==> config.mk <==
export PLATFORM = sky130hd
export DESIGN_NAME = plsu_core
export DESIGN_NICKNAME = d
export VERILOG_FILES = /design/src/verilog/plsu_pkg.sv /design/src/verilog/plsu_core.sv
export SDC_FILE = /design/constraint.sdc
export NUM_CORES = 1
export LEC_CHECK = 0
export ABC_AREA = 1
export BUFFER_PORTS_ARGS = -buffer_cell sky130_fd_sc_hd__clkbuf_2
export CAP_MARGIN = 0
export CORE_ASPECT_RATIO = 0.9
export CORE_UTILIZATION = 35
export DETAILED_ROUTE_END_ITERATION = 12
export PLACE_DENSITY = 0.62
export SYNTH_ARGS = -nofsm -noshare
export SYNTH_HDL_FRONTEND = slang
export SYNTH_SLANG_ARGS = --single-unit
export TNS_END_PERCENT = 20
==> constraint.sdc <==
create_clock -name REF_CLK -period 2.6 [get_ports REF_CLK]
set_input_delay 0.13 -clock REF_CLK [delete_from_list [all_inputs] [get_ports REF_CLK]]
set_output_delay 0.13 -clock REF_CLK [all_outputs]
set_load 0.1 [all_outputs]
==> src/verilog/plsu_pkg.sv <==
// Purpose: Constants and types for the address and load/store execution block
// Assumes: 32-bit data, 16 general registers, byte-addressed memory
// Notes: Register numbers 13 and 15 are the stack pointer and program counter
package plsu_pkg;
    localparam int DATA_W = 32;
    localparam logic [3:0] REG_STACK_POINTER = 4'hd;
    localparam logic [3:0] REG_PROGRAM_COUNTER = 4'hf;
    localparam logic [12:0] ADR_OFFSET_MAX = 13'h0fff;
    localparam logic [12:0] PLAIN_OFFSET_MAX = 13'h0fff;
    localparam logic [12:0] INDEX_OFFSET_MAX = 13'h00ff;
    localparam logic [12:0] NEG_OFFSET_MAX = 13'h00ff;
    localparam logic [12:0] PAIR_OFFSET_MAX = 13'h03fc;
    localparam logic [31:0] WORD_STEP = 32'h00000004;
    localparam logic [31:0] RESET_WORD = 32'h00000000;

    typedef enum logic [2:0] {
        PLSU_OP_NONE = 3'h0,
        PLSU_OP_ADDR = 3'h1,
        PLSU_OP_LOAD = 3'h2,
        PLSU_OP_STORE = 3'h3
    } plsu_op_t;

    typedef enum logic [2:0] {
        PLSU_SZ_WORD = 3'h0,
        PLSU_SZ_BYTE = 3'h1,
        PLSU_SZ_HALF = 3'h2,
        PLSU_SZ_SBYTE = 3'h3,
        PLSU_SZ_SHALF = 3'h4
    } plsu_size_t;

    typedef enum logic [1:0] {
        PLSU_IDX_PLAIN = 2'h0,
        PLSU_IDX_PRE = 2'h1,
        PLSU_IDX_POST = 2'h2
    } plsu_index_t;

    typedef enum logic [3:0] {
        PLSU_CC_EQ = 4'h0, PLSU_CC_NE = 4'h1, PLSU_CC_CS = 4'h2, PLSU_CC_CC = 4'h3,
        PLSU_CC_MI = 4'h4, PLSU_CC_PL = 4'h5, PLSU_CC_VS = 4'h6, PLSU_CC_VC = 4'h7,
        PLSU_CC_HI = 4'h8, PLSU_CC_LS = 4'h9, PLSU_CC_GE = 4'ha, PLSU_CC_LT = 4'hb,
        PLSU_CC_GT = 4'hc, PLSU_CC_LE = 4'hd, PLSU_CC_AL = 4'he
    } plsu_cond_t;

    typedef enum logic [2:0] {
        PLSU_ST_IDLE = 3'b000,
        PLSU_ST_FIRST = 3'b001,
        PLSU_ST_SECOND = 3'b011,
        PLSU_ST_DONE = 3'b010
    } plsu_state_t;
endpackage

==> src/verilog/plsu_core.sv <==
// Purpose: Executes the PC-relative address operation and immediate-offset loads/stores
// Assumes: Memory answers each request with a ready pulse; one instruction at a time
// Notes: Register file reads are combinational on the read-data inputs
`timescale 1ns/1ps

module plsu_core (
    // Clock and reset
    input wire logic REF_CLK,
    input wire logic RST_N,
    // Instruction request
    input wire logic INSTR_VALID,
    output logic INSTR_READY,
    input wire plsu_pkg::plsu_op_t OP,
    input wire plsu_pkg::plsu_size_t SIZE,
    input wire plsu_pkg::plsu_index_t INDEX_MODE,
    input wire plsu_pkg::plsu_cond_t COND,
    input wire logic TWO_WORD_TRANSFER_FORM,
    input wire logic OFFSET_SUBTRACT,
    input wire logic [12:0] OFFSET_MAG,
    input wire logic [3:0] TRANSFER_REGISTER,
    input wire logic [3:0] SECOND_TRANSFER_REGISTER,
    input wire logic [3:0] BASE_REGISTER,
    input wire logic [31:0] PROGRAM_COUNTER,
    // Operand values and flags
    input wire logic [31:0] BASE_VALUE,
    input wire logic [31:0] TRANSFER_VALUE,
    input wire logic [31:0] SECOND_VALUE,
    input wire logic FLAG_N,
    input wire logic FLAG_Z,
    input wire logic FLAG_C,
    input wire logic FLAG_V,
    // Register write-back
    output logic WB_VALID,
    output logic [3:0] WB_REG,
    output logic [31:0] WB_DATA,
    output logic BASE_WB_VALID,
    output logic [3:0] BASE_WB_REG,
    output logic [31:0] BASE_WB_DATA,
    // Completion
    output logic DONE,
    output logic UNSUPPORTED,
    output logic SKIPPED,
    // Data memory
    output logic MEM_REQ,
    output logic MEM_WRITE,
    output logic [31:0] MEM_ADDR,
    output logic [31:0] MEM_WDATA,
    output logic [3:0] MEM_BYTE_EN,
    input wire logic MEM_READY,
    input wire logic [31:0] MEM_RDATA
);
    import plsu_pkg::*;

    function automatic logic cond_pass(input plsu_cond_t c, input logic n, input logic z,
                                       input logic cy, input logic v);
        unique case (c)
            PLSU_CC_EQ: cond_pass = z;
            PLSU_CC_NE: cond_pass = !z;
            PLSU_CC_CS: cond_pass = cy;
            PLSU_CC_CC: cond_pass = !cy;
            PLSU_CC_MI: cond_pass = n;
            PLSU_CC_PL: cond_pass = !n;
            PLSU_CC_VS: cond_pass = v;
            PLSU_CC_VC: cond_pass = !v;
            PLSU_CC_HI: cond_pass = cy && !z;
            PLSU_CC_LS: cond_pass = !cy || z;
            PLSU_CC_GE: cond_pass = n == v;
            PLSU_CC_LT: cond_pass = n != v;
            PLSU_CC_GT: cond_pass = !z && (n == v);
            PLSU_CC_LE: cond_pass = z || (n != v);
            default: cond_pass = 1'b1;
        endcase
    endfunction

    // Byte lane placement, used for the strobes; store data is shifted separately
    function automatic logic [3:0] lane_mask(input plsu_size_t s, input logic [1:0] a);
        unique case (s)
            PLSU_SZ_BYTE, PLSU_SZ_SBYTE: lane_mask = 4'h1 << a;
            PLSU_SZ_HALF, PLSU_SZ_SHALF: lane_mask = a[1] ? 4'hc : 4'h3;
            default: lane_mask = 4'hf;
        endcase
    endfunction

    function automatic logic [31:0] extend_load(input plsu_size_t s, input logic [1:0] a,
                                                input logic [31:0] d);
        logic [7:0] b;
        logic [15:0] h;
        b = d[8*a +: 8];
        h = a[1] ? d[31:16] : d[15:0];
        unique case (s)
            PLSU_SZ_BYTE: extend_load = {24'h000000, b};
            PLSU_SZ_SBYTE: extend_load = {{24{b[7]}}, b};
            PLSU_SZ_HALF: extend_load = {16'h0000, h};
            PLSU_SZ_SHALF: extend_load = {{16{h[15]}}, h};
            default: extend_load = d;
        endcase
    endfunction

    plsu_state_t state, next_state;
    logic is_load, next_is_load;
    logic pair, next_pair;
    plsu_size_t size_q, next_size_q;
    logic [31:0] addr_q, next_addr_q;
    logic [31:0] data2_q, next_data2_q;
    logic [3:0] rt_q, next_rt_q;
    logic [3:0] rt2_q, next_rt2_q;
    logic [3:0] rn_q, next_rn_q;
    logic [31:0] wbase_q, next_wbase_q;
    logic do_wb_base, next_do_wb_base;
    logic wb_valid, next_wb_valid;
    logic [3:0] wb_reg, next_wb_reg;
    logic [31:0] wb_data, next_wb_data;
    logic bwb_valid, next_bwb_valid;
    logic done, next_done;
    logic unsup, next_unsup;
    logic skipped, next_skipped;
    logic mem_req, next_mem_req;
    logic mem_write, next_mem_write;
    logic [31:0] mem_addr, next_mem_addr;
    logic [31:0] mem_wdata, next_mem_wdata;
    logic [3:0] mem_be, next_mem_be;

    logic [31:0] off_ext;
    logic [31:0] offset_addr;
    logic [31:0] adr_sum;
    logic range_ok;
    logic encoding_ok;
    logic pass;

    always_comb begin
        off_ext = {19'h00000, OFFSET_MAG};
        offset_addr = OFFSET_SUBTRACT ? BASE_VALUE - off_ext : BASE_VALUE + off_ext;
        adr_sum = OFFSET_SUBTRACT ? PROGRAM_COUNTER - off_ext
                                  : PROGRAM_COUNTER + off_ext;
        pass = cond_pass(COND, FLAG_N, FLAG_Z, FLAG_C, FLAG_V);
        range_ok = 1'b1;
        encoding_ok = 1'b1;
        if (OP == PLSU_OP_ADDR) begin
            range_ok = OFFSET_MAG <= ADR_OFFSET_MAX;
            encoding_ok = TRANSFER_REGISTER != REG_STACK_POINTER
                          && TRANSFER_REGISTER != REG_PROGRAM_COUNTER;
        end else if (TWO_WORD_TRANSFER_FORM) begin
            range_ok = OFFSET_MAG <= PAIR_OFFSET_MAX && OFFSET_MAG[1:0] == 2'h0;
            encoding_ok = SIZE == PLSU_SZ_WORD;
        end else if (INDEX_MODE == PLSU_IDX_PLAIN) begin
            range_ok = OFFSET_SUBTRACT ? OFFSET_MAG <= NEG_OFFSET_MAX
                                       : OFFSET_MAG <= PLAIN_OFFSET_MAX;
        end else begin
            range_ok = OFFSET_MAG <= INDEX_OFFSET_MAX;
        end
        if (OP == PLSU_OP_STORE && (SIZE == PLSU_SZ_SBYTE || SIZE == PLSU_SZ_SHALF)) begin
            encoding_ok = 1'b0;
        end
        if (OP != PLSU_OP_ADDR && INDEX_MODE != PLSU_IDX_PLAIN && INDEX_MODE != PLSU_IDX_PRE
            && INDEX_MODE != PLSU_IDX_POST) begin
            encoding_ok = 1'b0;
        end
    end

    assign INSTR_READY = state == PLSU_ST_IDLE;

    always_comb begin
        next_state = state;
        next_is_load = is_load;
        next_pair = pair;
        next_size_q = size_q;
        next_addr_q = addr_q;
        next_data2_q = data2_q;
        next_rt_q = rt_q;
        next_rt2_q = rt2_q;
        next_rn_q = rn_q;
        next_wbase_q = wbase_q;
        next_do_wb_base = do_wb_base;
        next_wb_valid = 1'b0;
        next_wb_reg = wb_reg;
        next_wb_data = wb_data;
        next_bwb_valid = 1'b0;
        next_done = 1'b0;
        next_unsup = 1'b0;
        next_skipped = 1'b0;
        next_mem_req = mem_req;
        next_mem_write = mem_write;
        next_mem_addr = mem_addr;
        next_mem_wdata = mem_wdata;
        next_mem_be = mem_be;
        unique case (state)
            PLSU_ST_IDLE: begin
                if (INSTR_VALID && OP != PLSU_OP_NONE) begin
                    if (!encoding_ok || !range_ok) begin
                        next_done = 1'b1;
                        next_unsup = 1'b1;
                    end else if (!pass) begin
                        next_done = 1'b1;
                        next_skipped = 1'b1;
                    end else if (OP == PLSU_OP_ADDR) begin
                        // Flags are never an output, so they stay as they were
                        next_wb_valid = 1'b1;
                        next_wb_reg = TRANSFER_REGISTER;
                        next_wb_data = adr_sum;
                        next_done = 1'b1;
                    end else begin
                        next_is_load = OP == PLSU_OP_LOAD;
                        next_pair = TWO_WORD_TRANSFER_FORM;
                        next_size_q = SIZE;
                        next_rt_q = TRANSFER_REGISTER;
                        next_rt2_q = SECOND_TRANSFER_REGISTER;
                        next_rn_q = BASE_REGISTER;
                        next_data2_q = SECOND_VALUE;
                        next_wbase_q = offset_addr;
                        next_do_wb_base = INDEX_MODE != PLSU_IDX_PLAIN;
                        next_addr_q = INDEX_MODE == PLSU_IDX_POST ? BASE_VALUE
                            : offset_addr;
                        next_mem_addr = next_addr_q;
                        next_mem_req = 1'b1;
                        next_mem_write = OP == PLSU_OP_STORE;
                        next_mem_be = lane_mask(SIZE, next_addr_q[1:0]);
                        next_mem_wdata = TRANSFER_VALUE << (SIZE == PLSU_SZ_WORD ? 5'h00
                            : SIZE == PLSU_SZ_BYTE ? {next_addr_q[1:0], 3'h0}
                            : {next_addr_q[1], 4'h0});
                        next_state = PLSU_ST_FIRST;
                    end
                end
            end
            PLSU_ST_FIRST: begin
                if (MEM_READY) begin
                    if (is_load) begin
                        next_wb_valid = 1'b1;
                        next_wb_reg = rt_q;
                        next_wb_data = extend_load(size_q, addr_q[1:0], MEM_RDATA);
                    end
                    if (pair) begin
                        // Second word sits at the following word address
                        next_mem_addr = addr_q + WORD_STEP;
                        next_mem_wdata = data2_q;
                        next_mem_be = 4'hf;
                        next_state = PLSU_ST_SECOND;
                    end else begin
                        next_mem_req = 1'b0;
                        next_state = PLSU_ST_DONE;
                    end
                end
            end
            PLSU_ST_SECOND: begin
                if (MEM_READY) begin
                    if (is_load) begin
                        next_wb_valid = 1'b1;
                        next_wb_reg = rt2_q;
                        next_wb_data = MEM_RDATA;
                    end
                    next_mem_req = 1'b0;
                    next_state = PLSU_ST_DONE;
                end
            end
            PLSU_ST_DONE: begin
                next_bwb_valid = do_wb_base;
                next_done = 1'b1;
                next_state = PLSU_ST_IDLE;
            end
            default: next_state = PLSU_ST_IDLE;
        endcase
    end

    always_ff @(posedge REF_CLK or negedge RST_N) begin
        if (!RST_N) begin
            state <= PLSU_ST_IDLE;
            is_load <= 1'b0;
            pair <= 1'b0;
            size_q <= PLSU_SZ_WORD;
            addr_q <= RESET_WORD;
            data2_q <= RESET_WORD;
            rt_q <= 4'h0;
            rt2_q <= 4'h0;
            rn_q <= 4'h0;
            wbase_q <= RESET_WORD;
            do_wb_base <= 1'b0;
            wb_valid <= 1'b0;
            wb_reg <= 4'h0;
            wb_data <= RESET_WORD;
            bwb_valid <= 1'b0;
            done <= 1'b0;
            unsup <= 1'b0;
            skipped <= 1'b0;
            mem_req <= 1'b0;
            mem_write <= 1'b0;
            mem_addr <= RESET_WORD;
            mem_wdata <= RESET_WORD;
            mem_be <= 4'h0;
        end else begin
            state <= next_state;
            is_load <= next_is_load;
            pair <= next_pair;
            size_q <= next_size_q;
            addr_q <= next_addr_q;
            data2_q <= next_data2_q;
            rt_q <= next_rt_q;
            rt2_q <= next_rt2_q;
            rn_q <= next_rn_q;
            wbase_q <= next_wbase_q;
            do_wb_base <= next_do_wb_base;
            wb_valid <= next_wb_valid;
            wb_reg <= next_wb_reg;
            wb_data <= next_wb_data;
            bwb_valid <= next_bwb_valid;
            done <= next_done;
            unsup <= next_unsup;
            skipped <= next_skipped;
            mem_req <= next_mem_req;
            mem_write <= next_mem_write;
            mem_addr <= next_mem_addr;
            mem_wdata <= next_mem_wdata;
            mem_be <= next_mem_be;
        end
    end

    assign WB_VALID = wb_valid;
    assign WB_REG = wb_reg;
    assign WB_DATA = wb_data;
    assign BASE_WB_VALID = bwb_valid;
    assign BASE_WB_REG = rn_q;
    assign BASE_WB_DATA = wbase_q;
    assign DONE = done;
    assign UNSUPPORTED = unsup;
    assign SKIPPED = skipped;
    assign MEM_REQ = mem_req;
    assign MEM_WRITE = mem_write;
    assign MEM_ADDR = mem_addr;
    assign MEM_WDATA = mem_wdata;
    assign MEM_BYTE_EN = mem_be;
endmodule // plsu_core

==> metrics.txt <==
Crit path arrival time slightly below 3 ns; Die ar. slightly below 0.05 mm2; power share of the combinational group between 60 and 70%; syn avg cell area ~6.8 um2; Pleak between 0.01 and 0.015 uW; Seq pwr share 23.3%; CTS H-Tree Depth 1; worst path bufs/invs 7; dpl cells 3,677; crit-path cells clkbuf_2, inv_1, ha_1, nand2_2, nor2_2, nand2_4, buf_4, o21ai_0, buf_4, ha_4, buf_4, nand2_1, buf_4, nor2_1, inv_1, nor2_1, nor2_2, o221a_2, nand2_1, nand2_1, nand3_1, nand3_1, nand2_1, nand2_1; Area Growth Syn to Fin 44.0%; highest-delay cell along the critical path o221a_2; total core area approximately 0.047 mm2; GR Util met1 40.0%; sequential area share after synthesis 34.2%; Worst Setup Start Kind primary input; skew final 0.0263 ns; Clock Power Share between 10% and 20%; total gr overflow 0; Async S/R FF share, synth 100%; Routed Antenna Nets 0; Clock Latency Late Sink around 0.58 ns; initial DRC count roughly 1.6k; Post-Syn Instances roughly 2.5k; Finished Layout Cells a little under 4k; crit share post-route a little over nine tenths; YS warnings 0; RSZ-0062 raised after global routing true; Max Slew Vio Count 0; TritonCTS clock tree done; CTS Root Cell clkbuf_16; Die Ht between 200 and 250 um; VDD IR-drop max 1.16 mV; largest net degree at the start of global routing 85; Yosys reg bits approximately 230; first-pass GRT wire length approximately 110,000 um; drt via density 5.09; initial antenna violation count 2; drt pass-1 iters 6; I/O pins 355; final setup fails 0; GPL Wtd Cong 0.965; final hold slack -0.00547 ns; CP most frequent cell nand2_1; share of layout cells above drive strength 1 roughly 29%; FP Rows 75; Unique masters post-synth 64; CP top delay family simple AND/OR/NAND/NOR gates; failing checks hold timing; worst-path fanout max 7; met3 usage under 10%; Port Buffers 354; # nets final ~3.5k; hpwl dp about 56,000 um; minimum clock period 2.48 ns; Initial Util ~36%; data required time at the worst endpoint just over 3 ns; post-layout total power roughly 28,000 uW; number of max-cap violations 0; Cell Pwr Density between 1000 and 1500 mW/mm2; status complete, but fails checks; WS Path Type primary input to flop; WL/cell around 18 um; Post-Syn Area ~0.017 mm2; slew margin rel. 53.0%; final wirelength about 70,000 um; number of global-route vias before repair between 15k and 20k; gr busiest metal met2; # DRC 0; Hold Vio Cnt, Final 1; CP peak stage delay 0.26 ns; sw power roughly 16,000 uW; actual slew at the worst max-slew pin between 0.7 and 0.8 ns; die width roughly 230 um; clock slew at reported path FFs 0.06 ns; Int Power around 11,000 uW; Top FF cell, synth dfrtp_1; Num CTS Buffers 28; CP endpoint kind flop; CTS sink count 227; gr usage total between 20% and 30%; clk buf depth 3; number of synthesized flops with an enable pin 0; vias slightly below 20k; syn_nets 2,712; worst hold-check path type primary input to flop; GR Layer Usage met2 about 47%; switching share of power 58.8%; Peak Freq 404 MHz
-- synth_stat cells (all sizes together), types with 30 or more instances --
cell type  instances  share of area, %
a21oi             89               2.8
ha                51               3.8
buf               66               2.4
inv              215               4.9
o21ai            214               6.6
dfrtp            227                34
a31oi             51               2.0
nand2            851                20
nand3            185               6.1
xor2              34               1.9
nor2             257               6.4
nor3              30              0.97
-- worst reg2reg max path, cell delays in order (launching register included) --
cell     delay (ns)
dfrtp_1        0.44
nor2_1         0.17
inv_1          0.07
nor2_1         0.20
a22oi_1        0.15
nor2_1         0.16
nor2_2         0.06
nand2_1        0.12
nand2_1        0.06
inv_1          0.32
nand2_1        0.23
nand2_1        0.12
nor2_1         0.06
a21oi_1        0.16
-- timing repair --
action                     CTS  global route
hold buffers               126             0
setup endpoints to repair    2            68
hold endpoints to repair   364             0
resized for setup            1            68
buffers inserted             0             3
pin swaps                    0             6
-- metrics by stage --
step	hold slack [ns]	cell area (um2)	worst slack (ns)	TNS (ns)	utilization, %
floorplan	-0.166	16600	-0.0505	-0.0757	-
finish	-0.00547	23900	0.124	0	51.2
global placement	0.0356	21400	-0.686	-46.23	45.9
CTS	0.00122	23600	0.00671	0	50.6
global route	0.00477	23900	-0.0901	-0.600	51.2
detailed placement	0.0356	21400	-0.667	-51.63	45.9
-- registers in the layout, summed over array words and instances (netlist names) --
name / cells
BASE_WB_DATA: 32
MEM_ADDR: 32
MEM_WDATA: 32
WB_DATA: 32
addr_q: 32
data2_q: 32
BASE_WB_REG: 4
MEM_BYTE_EN: 4
WB_REG: 4
rt2_q: 4
rt_q: 4
size_q: 3
state: 2
BASE_WB_VALID: 1
DONE: 1
MEM_REQ: 1
MEM_WRITE: 1
SKIPPED: 1
UNSUPPORTED: 1
WB_VALID: 1
do_wb_base: 1
is_load: 1
pair: 1
-- layer usage --
metal,vias to the layer above,wire length [um]
met3,78,4480
li1,9594,-
met1,9271,32000
met2,680,32400
met5,-,19
met4,2,1280
-- layout make-up --
type	instances	area (um2)
fill	4623	22800
multi-input combinational	1916	9950
timing repair buffer	830	5800
sequential	227	5680
inverter	217	817
clock buffer	40	806
tap	616	771
clock inverter	10	110
antenna	1	2.50
-- cells by family (layout without fill, tap and decap cells) --
family / count (synthesis) / count (layout) / share of synthesized area (%)
compound gates: 431 / 431 / 15.0
xor+xnor: 47 / 47 / 2.57
fa+ha+maj: 53 / 53 / 4.08
buf+inv: 309 / 1097 / 7.87
flops: 227 / 227 / 34.2
mux: 8 / 8 / 0.482
other cells: 0 / 1 / 0
simple gates: 1377 / 1377 / 35.9
-- cells in the final DEF, fill, tap and decap left out, types with 14 or more instances in the layout --
cell and count:
buf_4 340, nand2_1 804, nor2_1 224, inv_2 23
o21ai_0 178, nand2_2 37, nand4_1 27, clkbuf_2 353
a21oi_1 77, xor2_1 31, nand3_1 159, dfrtp_1 226
ha_1 47, o21ai_1 27, nand3_2 24, inv_1 191
clkbuf_16 28, nor2_2 21, o22ai_1 14, a31oi_1 50
dlygate4sd3_1 126, nor3_1 25
-- power groups by stage --
stage | combinational [uW] | sequential, uW | clock, uW
floorplan | 5230 | 13700 | 0
global placement | 16900 | 6440 | 0
detailed placement | 17000 | 6470 | 0
CTS | 17200 | 6440 | 4000
global route | 18400 | 6640 | 4150
finish | 17300 | 6450 | 3920
-- final timing paths --
path | startpoint | end | slack, ns | depth (start not counted)
max | OFFSET_MAG[0] | MEM_ADDR[30] | 0.12 | 24
min | BASE_VALUE[9] | addr_q[9] | -0.005 | 3
max reg2reg | size_q[2] | WB_DATA[23] | 0.22 | 13
min reg2reg | MEM_WDATA[29] | MEM_WDATA[29] | 0.47 | 2
max in group asynchronous | RST_N | SKIPPED | 1.65 | 3
min in group asynchronous | RST_N | WB_DATA[15] | 0.02 | 2
Power figures use the tool's default switching activity.
